File: src/ppm_cfg.svh
// Offsets, field positions, reset values and timing counts of the pin block
`ifndef PPM_CFG_SVH
`define PPM_CFG_SVH

// ****************************************
// Register indices (byte address = 4 x index)
// ****************************************
`define PPM_IDX_CTRL        6'h00
`define PPM_IDX_INT         6'h1B
`define PPM_IDX_STRAP       6'h1C
`define PPM_IDX_PHYCTL      6'h1F

// ****************************************
// Field positions
// ****************************************
`define PPM_CTRL_DUPLEX_BIT 8
`define PPM_CTRL_ISO_BIT    10
`define PPM_INT_EN_LSB      8
`define PPM_PHYCTL_POL_BIT  9

// ****************************************
// Reset values and encodings
// ****************************************
`define PPM_RST_CTRL        16'h0000
`define PPM_RST_INT_EN      8'h00
`define PPM_RST_POL         1'h0
`define PPM_MODE_RMII       3'h1

// ****************************************
// Timing
// ****************************************
`define PPM_CLK_PERIOD_NS   10
`define PPM_STRAP_SETTLE_NS 60

`endif

File: src/ppm_pkg.sv
// Types shared by the pin function and strap block
package ppm_pkg;

	// Receive side from the internal core
	typedef struct packed {
		logic [3:0] data;
		logic       valid;
		logic       error;
		logic       carrier;
		logic       collision;
	} ppm_rx_t;

	// Transmit side towards the internal core
	typedef struct packed {
		logic       enable;
		logic [3:0] data;
	} ppm_tx_t;

	// Levels caught at reset release
	typedef struct packed {
		logic [2:0] addr;
		logic       duplex;
		logic       isolate;
		logic [2:0] mode;
	} ppm_strap_t;

	// Startup sequence
	typedef enum logic [1:0] {
		PPM_ST_SETTLE = 2'b00,
		PPM_ST_LATCH  = 2'b01,
		PPM_ST_RUN    = 2'b10
	} ppm_state_t;

endpackage : ppm_pkg

File: src/ppm_sync.sv
// Three-stage input synchroniser with agreement filter, one per bit
`timescale 1ns/1ns
`default_nettype none

module ppm_sync #(
	parameter int W = 1
) (
	// Clock and reset
	input  wire logic         clk,
	input  wire logic         nrst,
	// Asynchronous levels in, filtered levels out
	input  wire logic [W-1:0] d,
	output logic      [W-1:0] q
);

	// ****************************************
	// Per-bit chain
	// ****************************************
	genvar gi;
	generate
		for (gi = 0; gi < W; gi++) begin : g_bit
			logic s1_q;  // Metastability catcher, read only by s2
			logic s2_q;  // Second stage
			logic s3_q;  // Third stage
			logic o_q;   // Accepted level
			logic o_d;

			// Accept a change only once stages two and three agree
			always_comb begin
				o_d = (s2_q == s3_q) ? s3_q : o_q;
			end

			// Registers only
			always_ff @(posedge clk or negedge nrst) begin
				if (!nrst) begin
					s1_q <= 1'b0;
					s2_q <= 1'b0;
					s3_q <= 1'b0;
					o_q  <= 1'b0;
				end else begin
					s1_q <= d[gi];
					s2_q <= s1_q;
					s3_q <= s2_q;
					o_q  <= o_d;
				end
			end

			assign q[gi] = o_q;
		end
	endgenerate

endmodule : ppm_sync

`default_nettype wire

File: src/ppm_pin_mux.sv
// Shared pin functions, strap capture and register access of the transceiver
//
// The placing of the registers and register access over APB were left to the implementer.
`timescale 1ns/1ns
`default_nettype none
`include "ppm_cfg.svh"

module ppm_pin_mux
	import ppm_pkg::*;
(
	// Clock and reset
	input  wire logic        clk,
	input  wire logic        nrst,
	// APB slave
	input  wire logic        psel,
	input  wire logic        penable,
	input  wire logic        pwrite,
	input  wire logic [7:0]  paddr,
	input  wire logic [31:0] pwdata,
	output logic      [31:0] prdata,
	output logic             pready,
	output logic             pslverr,
	// Reference clock and MAC transmit pins
	input  wire logic        reference_clock_in,
	input  wire logic        transmit_enable_in,
	input  wire logic [3:0]  txd_in,
	// Shared receive and strap pins
	input  wire logic [3:0]  rxd_i,
	output logic      [3:0]  rxd_o,
	output logic      [3:0]  rxd_oe,
	input  wire logic        receive_valid_i,
	output logic             receive_valid_o,
	output logic             receive_valid_oe,
	input  wire logic        receive_error_i,
	output logic             receive_error_o,
	output logic             receive_error_oe,
	input  wire logic        collision_i,
	output logic             collision_o,
	output logic             collision_oe,
	input  wire logic        carrier_i,
	output logic             carrier_o,
	output logic             carrier_oe,
	// Clock outputs to the MAC
	output logic             receive_clock_out,
	output logic             transmit_clock_out,
	// Interrupt pin
	output logic             interrupt_output,
	// Internal core side
	input  wire ppm_rx_t     core_rx,
	input  wire logic [7:0]  core_int_event,
	output ppm_tx_t          core_tx,
	output ppm_strap_t       core_cfg,
	output logic             rmii_mode
);

	localparam int SETTLE_CYC = (`PPM_STRAP_SETTLE_NS + `PPM_CLK_PERIOD_NS - 1)
		/ `PPM_CLK_PERIOD_NS;
	// Control reset word held as a constant so single bits can be picked
	localparam logic [15:0] RST_CTRL = `PPM_RST_CTRL;

	// ****************************************
	// Input synchronisers
	// ****************************************
	logic [13:0] pin_s;  // Filtered pin levels
	ppm_sync #(.W(14)) u_sync (
		.clk (clk),
		.nrst(nrst),
		.d   ({reference_clock_in, transmit_enable_in, txd_in, rxd_i,
			receive_valid_i, receive_error_i, collision_i, carrier_i}),
		.q   (pin_s)
	);

	logic       ref_s;    // Reference clock level
	logic       transmit_enable_in_s;   // Transmit enable level
	logic [3:0] txd_s;    // Transmit data levels
	logic [3:0] rxd_s;    // Receive data pins read back
	logic       receive_valid_s;   // Receive valid pin read back
	logic       receive_error_s;   // Receive error pin read back
	logic       col_s;    // Collision pin read back
	logic       crs_s;    // Carrier pin read back
	assign {ref_s, transmit_enable_in_s, txd_s, rxd_s, receive_valid_s, receive_error_s, col_s, crs_s} = pin_s;

	// ****************************************
	// Startup and strap capture
	// ****************************************
	ppm_state_t st_q, st_d;           // Startup state
	logic [3:0] cnt_q, cnt_d;         // Settle counter
	ppm_strap_t strap_q, strap_d;     // Levels caught at release

	// Next state of the startup sequence
	always_comb begin
		st_d    = st_q;
		cnt_d   = cnt_q;
		strap_d = strap_q;
		unique case (st_q)
			// Synchronisers need a few cycles to show true levels
			PPM_ST_SETTLE: begin
				if (cnt_q == 4'(SETTLE_CYC)) begin
					st_d = PPM_ST_LATCH;
				end else begin
					cnt_d = cnt_q + 4'h1;
				end
			end
			PPM_ST_LATCH: begin
				strap_d.addr    = {rxd_s[1], rxd_s[2], rxd_s[3]};
				strap_d.duplex  = rxd_s[0];
				strap_d.isolate = receive_error_s;
				strap_d.mode    = {receive_valid_s, crs_s, col_s};
				st_d            = PPM_ST_RUN;
			end
			PPM_ST_RUN: begin
				st_d = PPM_ST_RUN;
			end
			default: begin
				st_d = PPM_ST_SETTLE;
			end
		endcase
	end

	// Startup registers
	always_ff @(posedge clk or negedge nrst) begin
		if (!nrst) begin
			st_q    <= PPM_ST_SETTLE;
			cnt_q   <= 4'h0;
			strap_q <= '0;
		end else begin
			st_q    <= st_d;
			cnt_q   <= cnt_d;
			strap_q <= strap_d;
		end
	end

	// ****************************************
	// Registers and APB slave
	// ****************************************
	logic        duplex_q, duplex_d;    // Control duplex bit
	logic        iso_q, iso_d;          // Control isolate bit
	logic        pol_q, pol_d;          // Interrupt polarity
	logic [7:0]  int_en_q, int_en_d;    // Interrupt enables
	logic [7:0]  int_st_q, int_st_d;    // Sticky interrupt status
	logic        rdy_q, rdy_d;          // Access answered
	logic        err_q, err_d;          // Unmapped access
	logic [31:0] rdat_q, rdat_d;        // Read data
	logic [5:0]  idx;                   // Word index of the access
	logic        hit;                   // Index maps to a register
	logic        done;                  // Transfer completes this edge
	logic [31:0] rmux;                  // Read value

	assign idx  = paddr[7:2];
	assign done = psel & penable & rdy_q;

	// Address decode and read mux
	always_comb begin
		hit  = 1'b1;
		rmux = 32'h0000_0000;
		unique case (idx)
			`PPM_IDX_CTRL: begin
				rmux[`PPM_CTRL_DUPLEX_BIT] = duplex_q;
				rmux[`PPM_CTRL_ISO_BIT]    = iso_q;
			end
			`PPM_IDX_INT: begin
				rmux[15:0] = {int_en_q, int_st_q};
			end
			`PPM_IDX_STRAP: begin
				rmux[7:0] = strap_q;
			end
			`PPM_IDX_PHYCTL: begin
				rmux[`PPM_PHYCTL_POL_BIT] = pol_q;
			end
			default: begin
				hit = 1'b0;
			end
		endcase
	end

	// Next register values; one wait state before pready
	always_comb begin
		duplex_d = duplex_q;
		iso_d    = iso_q;
		pol_d    = pol_q;
		int_en_d = int_en_q;
		int_st_d = int_st_q;
		rdy_d    = psel & penable & ~rdy_q;
		err_d    = psel & penable & ~rdy_q & ~hit;
		rdat_d   = (psel & penable & ~rdy_q & ~pwrite) ? rmux : 32'h0000_0000;
		if (st_q == PPM_ST_LATCH) begin
			duplex_d = strap_d.duplex;
			iso_d    = strap_d.isolate;
		end
		if (done & pwrite) begin
			unique case (idx)
				`PPM_IDX_CTRL: begin
					duplex_d = pwdata[`PPM_CTRL_DUPLEX_BIT];
					iso_d    = pwdata[`PPM_CTRL_ISO_BIT];
				end
				`PPM_IDX_INT: begin
					int_en_d = pwdata[`PPM_INT_EN_LSB +: 8];
				end
				`PPM_IDX_PHYCTL: begin
					pol_d = pwdata[`PPM_PHYCTL_POL_BIT];
				end
				default: begin
				end
			endcase
		end
		if (done & ~pwrite & (idx == `PPM_IDX_INT)) begin
			int_st_d = 8'h00;
		end
		// A new event wins over the clearing read
		int_st_d = int_st_d | core_int_event;
	end

	// Register file
	always_ff @(posedge clk or negedge nrst) begin
		if (!nrst) begin
			duplex_q <= RST_CTRL[`PPM_CTRL_DUPLEX_BIT];
			iso_q    <= RST_CTRL[`PPM_CTRL_ISO_BIT];
			pol_q    <= `PPM_RST_POL;
			int_en_q <= `PPM_RST_INT_EN;
			int_st_q <= 8'h00;
			rdy_q    <= 1'b0;
			err_q    <= 1'b0;
			rdat_q   <= 32'h0000_0000;
		end else begin
			duplex_q <= duplex_d;
			iso_q    <= iso_d;
			pol_q    <= pol_d;
			int_en_q <= int_en_d;
			int_st_q <= int_st_d;
			rdy_q    <= rdy_d;
			err_q    <= err_d;
			rdat_q   <= rdat_d;
		end
	end

	// ****************************************
	// Pin functions
	// ****************************************
	logic       ref_prev_q;                 // Reference level last cycle
	logic       rise, fall;                 // Reference edges
	logic       rmii;                       // Reduced mode selected
	logic       drive;                      // Pins may be driven
	ppm_rx_t    pin_q, pin_d;               // Receive pin values
	logic [4:0] oe_q, oe_d;                 // Enables: rxd hi, rxd lo, dv, er, col/crs
	ppm_tx_t    tx_q, tx_d;                 // Sampled transmit word
	logic       rclk_q, rclk_d;             // Receive clock out
	logic       tclk_q, tclk_d;             // Transmit clock out
	logic       irq_q, irq_d;               // Interrupt pin level

	assign rise  = ref_s & ~ref_prev_q;
	assign fall  = ~ref_s & ref_prev_q;
	assign rmii  = (strap_q.mode == `PPM_MODE_RMII);
	// nothing driven before straps are held
	assign drive = (st_q == PPM_ST_RUN) & ~iso_q;

	// Next pin state
	always_comb begin
		pin_d  = pin_q;
		tx_d   = tx_q;
		oe_d   = 5'h00;
		rclk_d = 1'b0;
		tclk_d = 1'b0;
		irq_d  = (|(int_st_q & int_en_q)) ^ ~pol_q;
		if (drive) begin
			if (rmii) begin
				oe_d = 5'b0_1110;
				if (fall) begin
					pin_d.data    = {2'b00, core_rx.data[1:0]};
					pin_d.valid   = core_rx.carrier | core_rx.valid;
					pin_d.error   = core_rx.error;
				end
				if (rise) begin
					tx_d = {transmit_enable_in_s, 2'b00, txd_s[1:0]};
				end
			end else begin
				oe_d   = 5'b1_1111;
				rclk_d = ref_s;
				tclk_d = ref_s;
				if (fall) begin
					pin_d = core_rx;
				end
				if (rise) begin
					tx_d = {transmit_enable_in_s, txd_s};
				end
			end
		end else begin
			pin_d = '0;
			tx_d  = '0;
		end
	end

	// Pin registers; the interrupt pin resets high, its inactive level while pol_q is 0
	always_ff @(posedge clk or negedge nrst) begin
		if (!nrst) begin
			ref_prev_q <= 1'b0;
			pin_q      <= '0;
			tx_q       <= '0;
			oe_q       <= 5'h00;
			rclk_q     <= 1'b0;
			tclk_q     <= 1'b0;
			irq_q      <= 1'b1;
		end else begin
			ref_prev_q <= ref_s;
			pin_q      <= pin_d;
			tx_q       <= tx_d;
			oe_q       <= oe_d;
			rclk_q     <= rclk_d;
			tclk_q     <= tclk_d;
			irq_q      <= irq_d;
		end
	end

	// ****************************************
	// Output mapping
	// ****************************************
	logic        rmii_q;                    // Mode flag out
	ppm_strap_t  cfg_q;                     // Live configuration out
	always_ff @(posedge clk or negedge nrst) begin
		if (!nrst) begin
			rmii_q <= 1'b0;
			cfg_q  <= '0;
		end else begin
			rmii_q <= rmii;
			cfg_q  <= {strap_q.addr, duplex_q, iso_q, strap_q.mode};
		end
	end

	assign prdata             = rdat_q;
	assign pready             = rdy_q;
	assign pslverr            = err_q;
	assign rxd_o              = pin_q.data;
	assign rxd_oe             = {oe_q[4], oe_q[4], oe_q[3], oe_q[3]};
	assign receive_valid_o    = pin_q.valid;
	assign receive_valid_oe   = oe_q[2];
	assign receive_error_o    = pin_q.error;
	assign receive_error_oe   = oe_q[1];
	assign collision_o        = pin_q.collision;
	assign collision_oe       = oe_q[0];
	assign carrier_o          = pin_q.carrier;
	assign carrier_oe         = oe_q[0];
	assign receive_clock_out  = rclk_q;
	assign transmit_clock_out = tclk_q;
	assign interrupt_output   = irq_q;
	assign core_tx            = tx_q;
	assign core_cfg           = cfg_q;
	assign rmii_mode          = rmii_q;

endmodule : ppm_pin_mux

`default_nettype wire

File: config.mk
export PLATFORM = sky130hd
export DESIGN_NAME = ppm_pin_mux
export DESIGN_NICKNAME = d
export VERILOG_FILES = /design/src/ppm_pkg.sv /design/src/ppm_sync.sv /design/src/ppm_pin_mux.sv
export VERILOG_INCLUDE_DIRS = /design/src
export SDC_FILE = /design/constraint.sdc
export NUM_CORES = 1
export LEC_CHECK = 0
export BUFFER_PORTS_ARGS = -buffer_cell sky130_fd_sc_hd__buf_2
export CORE_UTILIZATION = 46
export DETAILED_ROUTE_END_ITERATION = 16
export GPL_ROUTABILITY_DRIVEN = 0
export PLACE_DENSITY_LB_ADDON = 0.08
export SYNTH_ARGS = -nofsm -noshare
export SYNTH_HDL_FRONTEND = slang
export SYNTH_SLANG_ARGS = --single-unit
File: constraint.sdc
create_clock -name clk -period 1.6 [get_ports clk]
set_clock_uncertainty 0.2 [all_clocks]
set_input_delay 0.48 -clock clk [delete_from_list [all_inputs] [get_ports clk]]
set_output_delay 0.48 -clock clk [all_outputs]
set_load 0.01 [all_outputs]
==> impl_metrics.tcl <==
set metrics [dict create \
    status "finished, violations left" \
    violations "negative setup slack" \
    grt_pass1_vias 3239 \
    reg2reg_slack_ns -0.02 \
    peakVddDrop_mv 0.747 \
    diodes 0 \
    cp-end-kind "output port" \
    vias 3161 \
    synth_warnings 0 \
    drt_wl_total_mm 9.49 \
    ys_types 36 \
    syn_inst 349 \
    path_cells "buf_6" \
    hold_ws_ns 0.0207 \
    seqPwrFrac_pct 44.1 \
    synth_compound_area_share_pct 5.51 \
    drt_pre_antenna_iters 4 \
    clock_latency_ns 0.51 \
    mostFrequentLayoutCell "dfrtp_1" \
    comb_power_share_pct 7.8 \
    ys_ff_latch 134 \
    setup_viol 59 \
    hold_violations 0 \
    switching_share_pct 21.7 \
    drv_cap 0 \
    synth.top_cell.area_share_pct 69.8 \
    totalPowerFinal_uw 8330 \
    die_x_um 104 \
    grt_usage_pct 19.1 \
    port_buffers 99 \
    hold_depth 2 \
    rr_endpoint "int_en_q[3]" \
    power.switching_uw 1810 \
    synth_seq_area_share_pct 70.3 \
    hold_end "int_en_q[3]" \
    synth_edf_count 0 \
    synth_ff_type "dfrtp_1" \
    antenna_found_initial 0 \
    fin_cells 664 \
    hold_class "input pin to flip-flop" \
    routed_via_density 4.76 \
    crit_required_ns 0.92 \
    syn_area_um2 4770 \
    fmax_mhz 555 \
    cts_tree "built" \
    yosys.area_share.simple_pct 9.37 \
    start_kind "flip-flop" \
    cts_buffers 17 \
    r2r_cells 5 \
    leakagePower_uw 0.00320 \
    intPower_uw 6520 \
    crit_slowest_cell "dfstp_2" \
    min_from "pwdata[11]" \
    finalCriticalPeriod_ns 1.80 \
    drc 0 \
    grt_start_max_net_pins 45 \
    area_delta_synth_final_pct 39.8 \
    r2r-start "pready" \
    cp_max_fo 1 \
    grt_pass1_wl_mm 15.9 \
    fp.coreArea_um2 9910 \
    crit_buf_inv 1 \
    ant_nets 0 \
    p_clk_share_pct 48.1 \
    worstPathArrival_ns 1.12 \
    drv_slew 0 \
    synth_mux_area_share_pct 4.46 \
    cpLargestDelayFamily "flip-flops" \
    nNetsFinal 598 \
    clk_pin_slew_ns 0.06 \
    avgSynthCellArea_um2 13.7 \
    overflow 0 \
    synth_adder_area_share_pct 4.25 \
    synth-xor-area-share_pct 0.735 \
    pre_cts_slack_ns -0.237 \
    slowest_delay_ns 0.53 \
    wire_per_inst_um 14.3 \
    final_cell_mix "133 x dfrtp_1, 91 x buf_2, 32 x dlygate4sd3_1, 31 x nand3_1, 31 x buf_4" \
    clockBufferDepth 2 \
    synth_top_family_by_area "simple AND/OR/NAND/NOR gates" \
    fin_ws_ns -0.201 \
    synth_area_leaders "dfrtp_1 70%, mux2_1 4.2%, buf_4 3.8%" \
    power.density_nw_per_um2 1250 \
    place_inst 595 \
    boundaryPins 142 \
    clock_sink_count 134 \
    rows 36 \
    die_h_um 104 \
    min_period_over_period_pct 113 \
    yosys.area.top_type "dfrtp_1" \
    async_reset_ff_share_pct 100 \
    cts_max_level 4 \
    hpwl_mm 6.31 \
    ctsRootBufferMaster "clkbuf_8" \
    start_util_pct 48.1 \
    dieArea_um2 10800 \
    worst-setup-path-type "flip-flop to output port" \
    drive_above_1_share_pct 34.7 \
    drtIter0Drc 107 \
    rsz0062_at_grt "yes" \
]
==> sequential cells by signal (all words and copies together) (netlist names), 2 cells and up <==
register / cells
prdata: 16
u_sync.g_bit.o_q: 14
u_sync.g_bit.s1_q: 14
u_sync.g_bit.s2_q: 14
u_sync.g_bit.s3_q: 14
core_cfg: 8
int_en_q: 8
int_st_q: 8
strap_q: 8
core_tx: 5
cnt_q: 4
rxd_o: 4
oe_q: 2
st_q: 2
==> repair_timing <==
item | CTS | global route
cloned | 0 | 0
endpoints found under the setup margin | 55 | 67
hold buffers | 32 | 0
hold endpoints to repair | 165 | 0
pin swaps | 2 | 1
gates resized for setup | 16 | 7
setup buffers | 3 | 2
==> final cells by class <==
cell class,instances,area [µm²]
tap,133,166
clock buffer,21,449
fill,750,3240
sequential,134,3350
inverter,10,37.5
timing repair buffer,167,1190
clock inverter,11,173
multi-input combinational,188,1300
==> worst register-to-register path, stage by stage (launching register included) <==
cell	delay [ns]
dfrtp_1	0.36
buf_4	0.11
and4_4	0.21
and3_4	0.19
buf_12	0.14
mux2_4	0.30
==> cells by family after synthesis <==
group | after synthesis
AO/OA/AOI/OAI | 46
flip-flops | 134
adder cells (fa/ha/maj) | 19
XOR/XNOR | 4
AND/OR/NAND/NOR | 84
other | 1
multiplexers | 19
buffers and inverters | 42
==> how the worst max path moves through the flow <==
stage,from,to,slack [ns],depth (start not counted)
floorplan,paddr[6],int_en_q[0],-0.02,4
global placement,paddr[2],int_en_q[4],-0.20,5
detailed placement,penable,int_en_q[3],-0.24,5
CTS,interrupt_output,interrupt_output,-0.23,1
global route,interrupt_output,interrupt_output,-0.24,1
finish,interrupt_output,interrupt_output,-0.20,1
==> stage by stage <==
| stage | area, µm² | utilization [%] | TNS (ns) |
|---|---|---|---|
| 5_1_grt | 6670 | 67.3 | -7.41 |
| 3_3_place_gp | 5580 | 56.3 | -4.29 |
| 4_1_cts | 6610 | 66.7 | -6.43 |
| 2_1_floorplan | 4850 | - | -0.176 |
| 6_report | 6670 | 67.3 | -5.08 |
| 3_5_place_dp | 5580 | 56.3 | -4.72 |
==> power groups by stage <==
stage               combinational (µW)  sequential (µW)  clock, µW
CTS                                635             3670       4090
global route                       715             3690       4240
finish                             648             3670       4010
floorplan                          244             3740          0
detailed placement                 553             3730          0
global placement                   544             3720          0
==> Yosys cell counts (all sizes together) (3+ instances only) <==
library cell    n
nor2            4
a21oi          25
and3            8
nand3          32
xnor2           4
buf            28
nand2          22
maj3           14
a22oi           4
inv            10
o21ai           8
ha              5
mux2           18
clkbuf          4
a21o            8
nand2b          3
dfrtp         133
==> routing by layer <==
layer,up-vias,part of all wire (%),track usage (%)
li1,1502,-,-
met1,1553,47,25.5
met2,94,47,29.7
met3,12,4.5,5.35
met4,0,1.5,7.35
met5,-,0,0
Power figures use the tool's default switching activity.
